**src/include/optic_pkg.sv**
```systemverilog
// Shared constants for the optical module control link
package optic_pkg;
  localparam int CLK_MHZ = 50;
  localparam int TIMER_W = 20;

  localparam int T_FAULT_HOLD_US = 10;
  localparam logic [19:0] FAULT_HOLD_CYC = 20'(T_FAULT_HOLD_US * CLK_MHZ);
  localparam int T_BUS_IDLE_US = 20;
  localparam logic [19:0] BUS_IDLE_CYC = 20'(T_BUS_IDLE_US * CLK_MHZ);
  localparam int F_SERIAL_KHZ = 100;
  localparam logic [19:0] SERIAL_PERIOD_CYC =
    20'((CLK_MHZ * 1000 + F_SERIAL_KHZ - 1) / F_SERIAL_KHZ);
  localparam logic [19:0] ACCESS_GAP_CYC = BUS_IDLE_CYC + SERIAL_PERIOD_CYC;
  localparam int T_WRITE_MS = 10;
  localparam int WRITE_WAIT_CYC = T_WRITE_MS * 1000 * CLK_MHZ;

  localparam logic [19:0] DEV_INIT_CYC  = 20'h00020;
  localparam logic [19:0] DEV_READY_CYC = 20'h00010;
  localparam logic [19:0] DEV_WRITE_CYC = 20'h00008;

  localparam logic [7:0] STATUS_CONTROL_ADDR   = 8'h6E;
  localparam logic [7:0] EXTENDED_CONTROL_ADDR = 8'h76;
  localparam int SC_TXOFF_PIN = 7;
  localparam int SC_SOFT_OFF  = 6;
  localparam int SC_SP2_PIN   = 5;
  localparam int SC_SP1_PIN   = 4;
  localparam int SC_SOFT_SP   = 3;
  localparam int SC_FAULT     = 2;
  localparam int SC_LOST      = 1;
  localparam int SC_READY     = 0;
  localparam int EC_SOFT_SP   = 3;
  localparam logic [7:0] ID_FIRST_BYTE = 8'h5A; // Arbitrary identification byte

  localparam logic [7:0] H_CTRL     = 8'h00;
  localparam logic [7:0] H_STATUS   = 8'h04;
  localparam logic [7:0] H_IRQ_STAT = 8'h08;
  localparam logic [7:0] H_IRQ_MASK = 8'h0C;
  localparam logic [7:0] H_ACCESS   = 8'h10;
  localparam logic [7:0] H_RDATA    = 8'h14;
  localparam int CTRL_OFF    = 0;
  localparam int CTRL_SP1    = 1;
  localparam int CTRL_SP2    = 2;
  localparam int CTRL_FRESET = 3;
  localparam int ACC_WRITE   = 16;
  localparam int ACC_PAGE    = 17;
  localparam int IRQ_FAULT   = 0;
  localparam int IRQ_LOST    = 1;
  localparam int IRQ_FOUND   = 2;
  localparam int IRQ_DONE    = 3;

  typedef enum logic [1:0] {H_IDLE, H_WAIT, H_ISSUE, H_ACK} host_state_e;
endpackage : optic_pkg

```
**src/include/optic_link.sv**
```systemverilog
// Pin and serial access link between host and optical module
`timescale 1ns/1ps
`default_nettype none
interface optic_link;
  logic       tx_off;
  logic       laser_fault;
  logic       receive_signal_lost;
  logic       speed_choice_first;
  logic       speed_choice_second;
  logic       acc_valid;
  logic       acc_write;
  logic       acc_page;
  logic [7:0] acc_addr;
  logic [7:0] acc_wdata;
  logic       acc_ack;
  logic [7:0] acc_rdata;
  logic       dev_busy;

  modport device (
    input  tx_off, speed_choice_first, speed_choice_second,
    input  acc_valid, acc_write, acc_page, acc_addr, acc_wdata,
    output laser_fault, receive_signal_lost, acc_ack, acc_rdata, dev_busy
  );
  modport host (
    output tx_off, speed_choice_first, speed_choice_second,
    output acc_valid, acc_write, acc_page, acc_addr, acc_wdata,
    input  laser_fault, receive_signal_lost, acc_ack, acc_rdata, dev_busy
  );
endinterface : optic_link
`default_nettype wire

```
**src/verilog/hold_timer.sv**
```systemverilog
// Loadable down counter with expiry flag
`timescale 1ns/1ps
`default_nettype none
module hold_timer
  import optic_pkg::*;
#(
  parameter logic [19:0] RESET_COUNT = 20'h00000
) (
  input  wire logic        clock,
  input  wire logic        nrst,
  input  wire logic        start,
  input  wire logic [19:0] load,
  output logic             expired
);
  logic [19:0] count;

  always_ff @(posedge clock) begin
    if (!nrst) begin
      count <= RESET_COUNT;
    end else if (start) begin
      count <= load;
    end else if (count != 20'h00000) begin
      count <= count - 20'h00001;
    end
  end

  assign expired = (count == 20'h00000);
endmodule : hold_timer
`default_nettype wire

```
**src/verilog/module_end.sv**
```systemverilog
// Optical module end: pins, soft control bytes, serial access slave
//
// How it works
// - Laser modulation returns soon after tx_off drops
// - Init completes and fault clears after restart
// - Hardware fault pin follows detected fault promptly
// - Host holds tx_off high to clear fault
// - Signal-lost pin tracks optical input quickly
// - Speed pin high engages fast recovery
// - Speed pin low bypasses recovery unless its soft speed bit is set
// - Soft off bit kills light after write
// - Clearing soft off restores light
// - Soft fault bit reflects laser fault
// - Soft lost bit tracks optical input
// - Data ready bit follows monitor health
// - Soft speed bits steer each recovery
// - Serial access ready shortly after reset
// - Host leaves idle gap between accesses
// - Writes complete within bounded write cycle
// - Host limits serial access rate
`timescale 1ns/1ps
`default_nettype none
module module_end
  import optic_pkg::*;
(
  input  wire logic   clock,
  input  wire logic   nrst,
  optic_link.device   link,
  input  wire logic   laser_fault_sense,
  input  wire logic   optical_present,
  input  wire logic   monitor_ok,
  output logic        laser_emit,
  output logic        tx_cdr_engage,
  output logic        rx_cdr_engage
);
  logic [1:0] fault_sync;
  logic [1:0] light_sync;
  logic [1:0] mon_sync;
  logic       fault;
  logic       lost;
  logic       data_ready;
  logic       soft_off;
  logic       soft_sp1;
  logic       soft_sp2;
  logic       prev_off;
  logic       eff_off;
  logic       init_start;
  logic       init_done;
  logic       wr_start;
  logic       wr_idle;
  logic       pend_valid;
  logic [7:0] pend_addr;
  logic [7:0] pend_data;
  logic       apply;
  logic       take;
  logic [7:0] status_byte;
  logic [7:0] ext_byte;
  logic [7:0] read_byte;

  // Sense inputs come from analog circuits
  always_ff @(posedge clock) begin
    if (!nrst) begin
      fault_sync <= 2'h0;
      light_sync <= 2'h0;
      mon_sync   <= 2'h0;
    end else begin
      fault_sync <= {fault_sync[0], laser_fault_sense};
      light_sync <= {light_sync[0], optical_present};
      mon_sync   <= {mon_sync[0], monitor_ok};
    end
  end

  assign eff_off = link.tx_off | soft_off;

  always_ff @(posedge clock) begin
    if (!nrst) begin
      prev_off <= 1'b1;
    end else begin
      prev_off <= eff_off;
    end
  end

  // Restart initialisation when the transmitter is released
  assign init_start = prev_off & ~eff_off;

  hold_timer #(
    .RESET_COUNT (DEV_INIT_CYC)
  ) init_timer (
    .clock   (clock),
    .nrst    (nrst),
    .start   (init_start),
    .load    (DEV_INIT_CYC),
    .expired (init_done)
  );

  // Fault latch; a new fault wins over the clear
  always_ff @(posedge clock) begin
    if (!nrst) begin
      fault <= 1'b0;
    end else if (fault_sync[1]) begin
      fault <= 1'b1;
    end else if (link.tx_off) begin
      fault <= 1'b0;
    end
  end

  always_ff @(posedge clock) begin
    if (!nrst) begin
      laser_emit <= 1'b0;
    end else begin
      laser_emit <= ~eff_off & ~fault & init_done;
    end
  end

  always_ff @(posedge clock) begin
    if (!nrst) begin
      lost <= 1'b1;
    end else begin
      lost <= ~light_sync[1];
    end
  end

  always_ff @(posedge clock) begin
    if (!nrst) begin
      data_ready <= 1'b0;
    end else begin
      data_ready <= mon_sync[1];
    end
  end

  always_ff @(posedge clock) begin
    if (!nrst) begin
      rx_cdr_engage <= 1'b0;
      tx_cdr_engage <= 1'b0;
    end else begin
      rx_cdr_engage <= link.speed_choice_first | soft_sp1;
      tx_cdr_engage <= link.speed_choice_second | soft_sp2;
    end
  end

  assign link.laser_fault         = fault;
  assign link.receive_signal_lost = lost;

  // Serial access: busy after reset and during a write cycle
  assign take     = link.acc_valid & ~link.dev_busy;
  assign wr_start = take & link.acc_write & link.acc_page;

  hold_timer #(
    .RESET_COUNT (DEV_READY_CYC)
  ) write_timer (
    .clock   (clock),
    .nrst    (nrst),
    .start   (wr_start),
    .load    (DEV_WRITE_CYC),
    .expired (wr_idle)
  );

  assign link.dev_busy = pend_valid | ~wr_idle;
  assign apply         = pend_valid & wr_idle;

  always_ff @(posedge clock) begin
    if (!nrst) begin
      pend_valid <= 1'b0;
      pend_addr  <= 8'h00;
      pend_data  <= 8'h00;
    end else if (wr_start) begin
      pend_valid <= 1'b1;
      pend_addr  <= link.acc_addr;
      pend_data  <= link.acc_wdata;
    end else if (apply) begin
      pend_valid <= 1'b0;
    end
  end

  // Soft controls take effect when the write cycle ends
  always_ff @(posedge clock) begin
    if (!nrst) begin
      soft_off <= 1'b0;
      soft_sp1 <= 1'b0;
    end else if (apply && pend_addr == STATUS_CONTROL_ADDR) begin
      soft_off <= pend_data[SC_SOFT_OFF];
      soft_sp1 <= pend_data[SC_SOFT_SP];
    end
  end

  always_ff @(posedge clock) begin
    if (!nrst) begin
      soft_sp2 <= 1'b0;
    end else if (apply && pend_addr == EXTENDED_CONTROL_ADDR) begin
      soft_sp2 <= pend_data[EC_SOFT_SP];
    end
  end

  always_comb begin
    status_byte               = 8'h00;
    status_byte[SC_TXOFF_PIN] = link.tx_off;
    status_byte[SC_SOFT_OFF]  = soft_off;
    status_byte[SC_SP2_PIN]   = link.speed_choice_second;
    status_byte[SC_SP1_PIN]   = link.speed_choice_first;
    status_byte[SC_SOFT_SP]   = soft_sp1;
    status_byte[SC_FAULT]     = fault;
    status_byte[SC_LOST]      = lost;
    status_byte[SC_READY]     = data_ready;
  end

  always_comb begin
    ext_byte             = 8'h00;
    ext_byte[EC_SOFT_SP] = soft_sp2;
  end

  // Identification page holds only a first byte here
  always_comb begin
    read_byte = 8'h00;
    if (link.acc_page) begin
      if (link.acc_addr == STATUS_CONTROL_ADDR) begin
        read_byte = status_byte;
      end else if (link.acc_addr == EXTENDED_CONTROL_ADDR) begin
        read_byte = ext_byte;
      end
    end else if (link.acc_addr == 8'h00) begin
      read_byte = ID_FIRST_BYTE;
    end
  end

  always_ff @(posedge clock) begin
    if (!nrst) begin
      link.acc_ack   <= 1'b0;
      link.acc_rdata <= 8'h00;
    end else begin
      link.acc_ack <= take;
      if (take && !link.acc_write) begin
        link.acc_rdata <= read_byte;
      end
    end
  end
endmodule : module_end
`default_nettype wire
```
**src/flat_wrapper.sv**
```systemverilog
// flat-port wrapper written by rule: the top's interface ports become plain ports
module module_end_flat import optic_pkg::*;
  (clock, nrst, laser_fault_sense, optical_present, monitor_ok, laser_emit, tx_cdr_engage, rx_cdr_engage, link_tx_off, link_speed_choice_first, link_speed_choice_second, link_acc_valid, link_acc_write, link_acc_page, link_acc_addr, link_acc_wdata, link_laser_fault, link_receive_signal_lost, link_acc_ack, link_acc_rdata, link_dev_busy);
  optic_link link_i ();
  input  wire logic clock;
  input  wire logic nrst;
  input  wire logic laser_fault_sense;
  input  wire logic optical_present;
  input  wire logic monitor_ok;
  output logic laser_emit;
  output logic tx_cdr_engage;
  output logic rx_cdr_engage;
  input wire logic [$bits(link_i.tx_off)-1:0] link_tx_off;
  input wire logic [$bits(link_i.speed_choice_first)-1:0] link_speed_choice_first;
  input wire logic [$bits(link_i.speed_choice_second)-1:0] link_speed_choice_second;
  input wire logic [$bits(link_i.acc_valid)-1:0] link_acc_valid;
  input wire logic [$bits(link_i.acc_write)-1:0] link_acc_write;
  input wire logic [$bits(link_i.acc_page)-1:0] link_acc_page;
  input wire logic [$bits(link_i.acc_addr)-1:0] link_acc_addr;
  input wire logic [$bits(link_i.acc_wdata)-1:0] link_acc_wdata;
  output wire logic [$bits(link_i.laser_fault)-1:0] link_laser_fault;
  output wire logic [$bits(link_i.receive_signal_lost)-1:0] link_receive_signal_lost;
  output wire logic [$bits(link_i.acc_ack)-1:0] link_acc_ack;
  output wire logic [$bits(link_i.acc_rdata)-1:0] link_acc_rdata;
  output wire logic [$bits(link_i.dev_busy)-1:0] link_dev_busy;
  assign link_i.tx_off = link_tx_off;
  assign link_i.speed_choice_first = link_speed_choice_first;
  assign link_i.speed_choice_second = link_speed_choice_second;
  assign link_i.acc_valid = link_acc_valid;
  assign link_i.acc_write = link_acc_write;
  assign link_i.acc_page = link_acc_page;
  assign link_i.acc_addr = link_acc_addr;
  assign link_i.acc_wdata = link_acc_wdata;
  assign link_laser_fault = link_i.laser_fault;
  assign link_receive_signal_lost = link_i.receive_signal_lost;
  assign link_acc_ack = link_i.acc_ack;
  assign link_acc_rdata = link_i.acc_rdata;
  assign link_dev_busy = link_i.dev_busy;
  module_end u_core (.clock(clock), .nrst(nrst), .link(link_i), .laser_fault_sense(laser_fault_sense), .optical_present(optical_present), .monitor_ok(monitor_ok), .laser_emit(laser_emit), .tx_cdr_engage(tx_cdr_engage), .rx_cdr_engage(rx_cdr_engage));
endmodule
```
**config.mk**
```make
export PLATFORM = sky130hd
export DESIGN_NAME = module_end_flat
export DESIGN_NICKNAME = d
export VERILOG_FILES = /design/src/include/optic_pkg.sv /design/src/include/optic_link.sv /design/src/verilog/hold_timer.sv /design/src/verilog/module_end.sv /design/src/flat_wrapper.sv
export SDC_FILE = /design/constraint.sdc
export NUM_CORES = 1
export LEC_CHECK = 0
export BUFFER_PORTS_ARGS = -buffer_cell sky130_fd_sc_hd__buf_2
export CORE_ASPECT_RATIO = 2
export CORE_UTILIZATION = 25
export DETAILED_ROUTE_END_ITERATION = 12
export GPL_ROUTABILITY_DRIVEN = 0
export PLACE_DENSITY = 0.43
export SYNTH_ARGS = -nofsm -noshare
export SYNTH_HDL_FRONTEND = slang
export SYNTH_HIERARCHICAL = 1
export SYNTH_SLANG_ARGS = --single-unit
```
**constraint.sdc**
```tcl
create_clock -name clock -period 4.2 [get_ports clock]
set_input_delay 0 -clock clock [delete_from_list [all_inputs] [get_ports clock]]
set_output_delay 0 -clock clock [all_outputs]
set_load 0.005 [all_outputs]
```
==> results.py <==
metrics = {
    "cells_and_area": {
        "final_common_cell": "sky130_fd_sc_hd__dfxtp_1",
        "n_antenna_cell": 0,
        "area_of_the_multi_input_gates_um2": 2130,
        "final_cell_area_um2": 4610,
        "finalNetCount": 511,
        "synthToLayoutAreaGrowth_pct": 26.1,
        "final_cell_mix": "sky130_fd_sc_hd__dfxtp_1 (76), sky130_fd_sc_hd__nand2_1 (50), sky130_fd_sc_hd__conb_1 (40), sky130_fd_sc_hd__buf_2 (35), sky130_fd_sc_hd__o21ai_0 (19)",
        "final-seq-area_um2": 1520,
        "n_fill_cell": 1486,
        "drive_above_1_share_pct": 16.1,
    },
    "pwr": {
        "ir_worst_vdd_mv": 0.227,
        "power-per-cell-area_nw_per_um2": 521,
        "cellLeakagePower_nw": 1.73,
        "totalPowerFinal_w": 0.00240,
    },
    "setup_path": {
        "cp_data_required_time_ns": 4.42,
        "critical_path.startpoint_type": "flop",
        "crit_arrival_ns": 3.45,
        "sort_of_element_at_the_end_of_the_critical_path": "flop",
        "worstSetupPathType": "flop to flop",
        "critical_path_peak_fanout": 14,
    },
    "clock_network": {
        "number_of_levels_in_the_clock_h_tree": 3,
        "path_clk_slew_ns": 0.06,
        "cts_buffers": 9,
        "cts_repair_resize_count": 0,
        "cts_tree": "built",
        "tritoncts_sink_count": 76,
        "postCtsHoldBufs": 15,
        "root_buf_cell": "sky130_fd_sc_hd__clkbuf_16",
        "max-clock-path-buffers": 2,
        "clock_insertion_delay_worst_skew_ns": 0.34,
        "postCtsSetupRepairBufs": 0,
    },
    "floorplan": {
        "floorplan.rows": 62,
        "start_util_pct": 25.5,
        "die-height_um": 173,
        "core-area_um2": 14400,
        "io_pins": 42,
        "die_w_um": 87.5,
        "die_area_um2": 15100,
    },
    "synth": {
        "post_synth_inst_count": 397,
        "ys_top_cells_by_area": "sky130_fd_sc_hd__dfxtp_1 (42%), sky130_fd_sc_hd__nand2_1 (5.1%), sky130_fd_sc_hd__xnor2_1 (4.1%)",
        "synth-async-reset-ratio_pct": 0,
        "yosysSeqAreaShare_pct": 41.6,
        "yosys_warnings": 6,
        "post_synth.cell_area_avg_um2": 9.20,
        "ys_types": 63,
        "ys_dominant_reg_cell": "sky130_fd_sc_hd__dfxtp_1",
        "ys_seq_elements": 76,
        "synth_largest_type_area_fraction_pct": 41.6,
        "post-synth-top-area-cell": "sky130_fd_sc_hd__dfxtp_1",
        "synth.cell_area_um2": 3650,
        "synth_enable_flop_cells": 0,
    },
    "route": {
        "ant_nets": 0,
        "vias_per_cell": 4.41,
        "drt_first_iter_violations": 85,
        "first_pass_iters": 4,
        "num_vias": 2984,
        "wirelength_um": 8780,
        "drc": 0,
        "wire_per_inst_um": 13.0,
    },
    "grt": {
        "grt_first_pass_wirelength_um": 14800,
        "grt_pass1_vias": 3018,
        "globalRouteOverflowTotal": 0,
        "gr-usage-all-layers_pct": 12.8,
        "grt_antenna_before_repair": 0,
        "grt_max_degree": 49,
    },
    "sta": {
        "finalCritPeriodShare_pct": 76.9,
        "final_period_minus_worst_setup_slack_ns": 3.23,
        "grt_setup_unrepaired": "no",
        "fin_setup_tns_ns": 0,
        "max_slew_margin_pct": 22.1,
        "finClkSkew_ns": 0.00759,
        "report.final.slew_viol_count": 0,
        "final-setup-viol-count": 0,
        "timing_hold_violations_final": 0,
        "max_slew.worst_pin.slew_ns": 1.16,
        "peak_clock_frequency_supported_by_timing_ghz": 0.310,
    },
    "run_status": {
        "status": "finished clean",
    },
    "placed_design": {
        "port_buffers": 35,
        "placed_area_um2": 4120,
        "dp_hpwl_um": 6220,
    },
    "worst_hold_path": {
        "hold_class": "primary input to flop",
    },
    "run": {
        "max-cap-violations": 0,
    },
}
## layout make-up
cell class	instances	area share, %
multi-input combinational	332	46.2
clock inverter	6	2.44
timing repair buffer	52	7.39
inverter	9	0.733
clock buffer	10	4.97
sequential	76	33.0
tap	192	5.21
## synth_stat cells (4+ instances only)
library cell	n
sky130_fd_sc_hd__xnor2_1	17
sky130_fd_sc_hd__dfxtp_1	76
sky130_fd_sc_hd__or4_4	4
sky130_fd_sc_hd__mux2i_1	14
sky130_fd_sc_hd__and2_1	11
sky130_fd_sc_hd__ha_1	4
sky130_fd_sc_hd__o21ai_0	19
sky130_fd_sc_hd__nor2_1	18
sky130_fd_sc_hd__nor4_1	11
sky130_fd_sc_hd__clkbuf_1	11
sky130_fd_sc_hd__o211ai_1	4
sky130_fd_sc_hd__nor3_1	6
sky130_fd_sc_hd__nand2_1	50
sky130_fd_sc_hd__o21a_1	4
sky130_fd_sc_hd__nand3_1	11
sky130_fd_sc_hd__inv_1	9
sky130_fd_sc_hd__o21ai_2	11
sky130_fd_sc_hd__a21boi_1	4
sky130_fd_sc_hd__a21oi_1	10
sky130_fd_sc_hd__nand4b_1	5
sky130_fd_sc_hd__nor2b_1	18
sky130_fd_sc_hd__xor2_1	11
## flip-flops by register name (all words and copies together), names as in the netlist, 2 cells and up
signal	flops
u_core/fault_sync	2
u_core/init_timer/count	20
u_core/light_sync	2
u_core/link.acc_rdata	8
u_core/mon_sync	2
u_core/pend_addr	8
u_core/pend_data	2
u_core/write_timer/count	20
## path summary, 6_finish.rpt
path	from	to	slack, ns	cells after the start
setup reg to reg	u_core/write_timer/count[12]	u_core/write_timer/count[8]	0.97	9
hold / removal	link_acc_addr[3]	u_core/pend_addr[3]	0.01	3
hold reg to reg	u_core/light_sync[1]	u_core/link.receive_signal_lost	0.37	1
setup / recovery	u_core/write_timer/count[12]	u_core/write_timer/count[8]	0.97	9
## per-stage QoR
step	hold slack [ns]	setup WS [ns]	cells	utilization (%)
global placement	0.209	0.975	646	28.7
detailed placement	0.211	0.925	646	28.7
CTS	0.00411	0.893	677	32.1
floorplan	0.0828	1.24	435	-
global route	0.0134	0.697	677	32.1
finish	0.0126	0.969	677	32.1
## kinds of logic after synthesis
logic type	after synthesis	synth area share, %
AND/OR/NAND/NOR	171	28.1
flip-flops	76	41.6
AO/OA/AOI/OAI	75	14.2
XOR/XNOR	28	6.71
buffers and inverters	27	3.94
multiplexers	14	3.84
adder cells (fa/ha/maj)	4	1.37
other	2	0.206
## worst max-delay path: stages, from the launching register on
cell and delay (ns):
sky130_fd_sc_hd__dfxtp_1 0.36, sky130_fd_sc_hd__or4_4 0.58, sky130_fd_sc_hd__or4_4 0.45, sky130_fd_sc_hd__nor4_1 0.31, sky130_fd_sc_hd__buf_4 0.19, sky130_fd_sc_hd__and3b_1 0.25
sky130_fd_sc_hd__and3_1 0.38, sky130_fd_sc_hd__nor2b_1 0.19, sky130_fd_sc_hd__nand2_4 0.24, sky130_fd_sc_hd__o21ai_0 0.14
## per-layer routing
metal / part of all wire (%) / track usage [%] / vias to the layer above
li1: - / - / 1531
met1: 41 / 13.6 / 1389
met2: 54 / 23.4 / 51
met3: 2.7 / 2.77 / 13
met4: 2.2 / 5.87 / 0
met5: 0 / 0 / -
## report_power, final
group          switching, W  leakage [nW]  internal (W)
clock              0.000322         0.167      0.000582
combinational      0.000312         0.938      0.000282
sequential        0.0000903         0.621      0.000814
total              0.000724          1.73       0.00168
No activity file was read; power rests on OpenSTA's default activity.
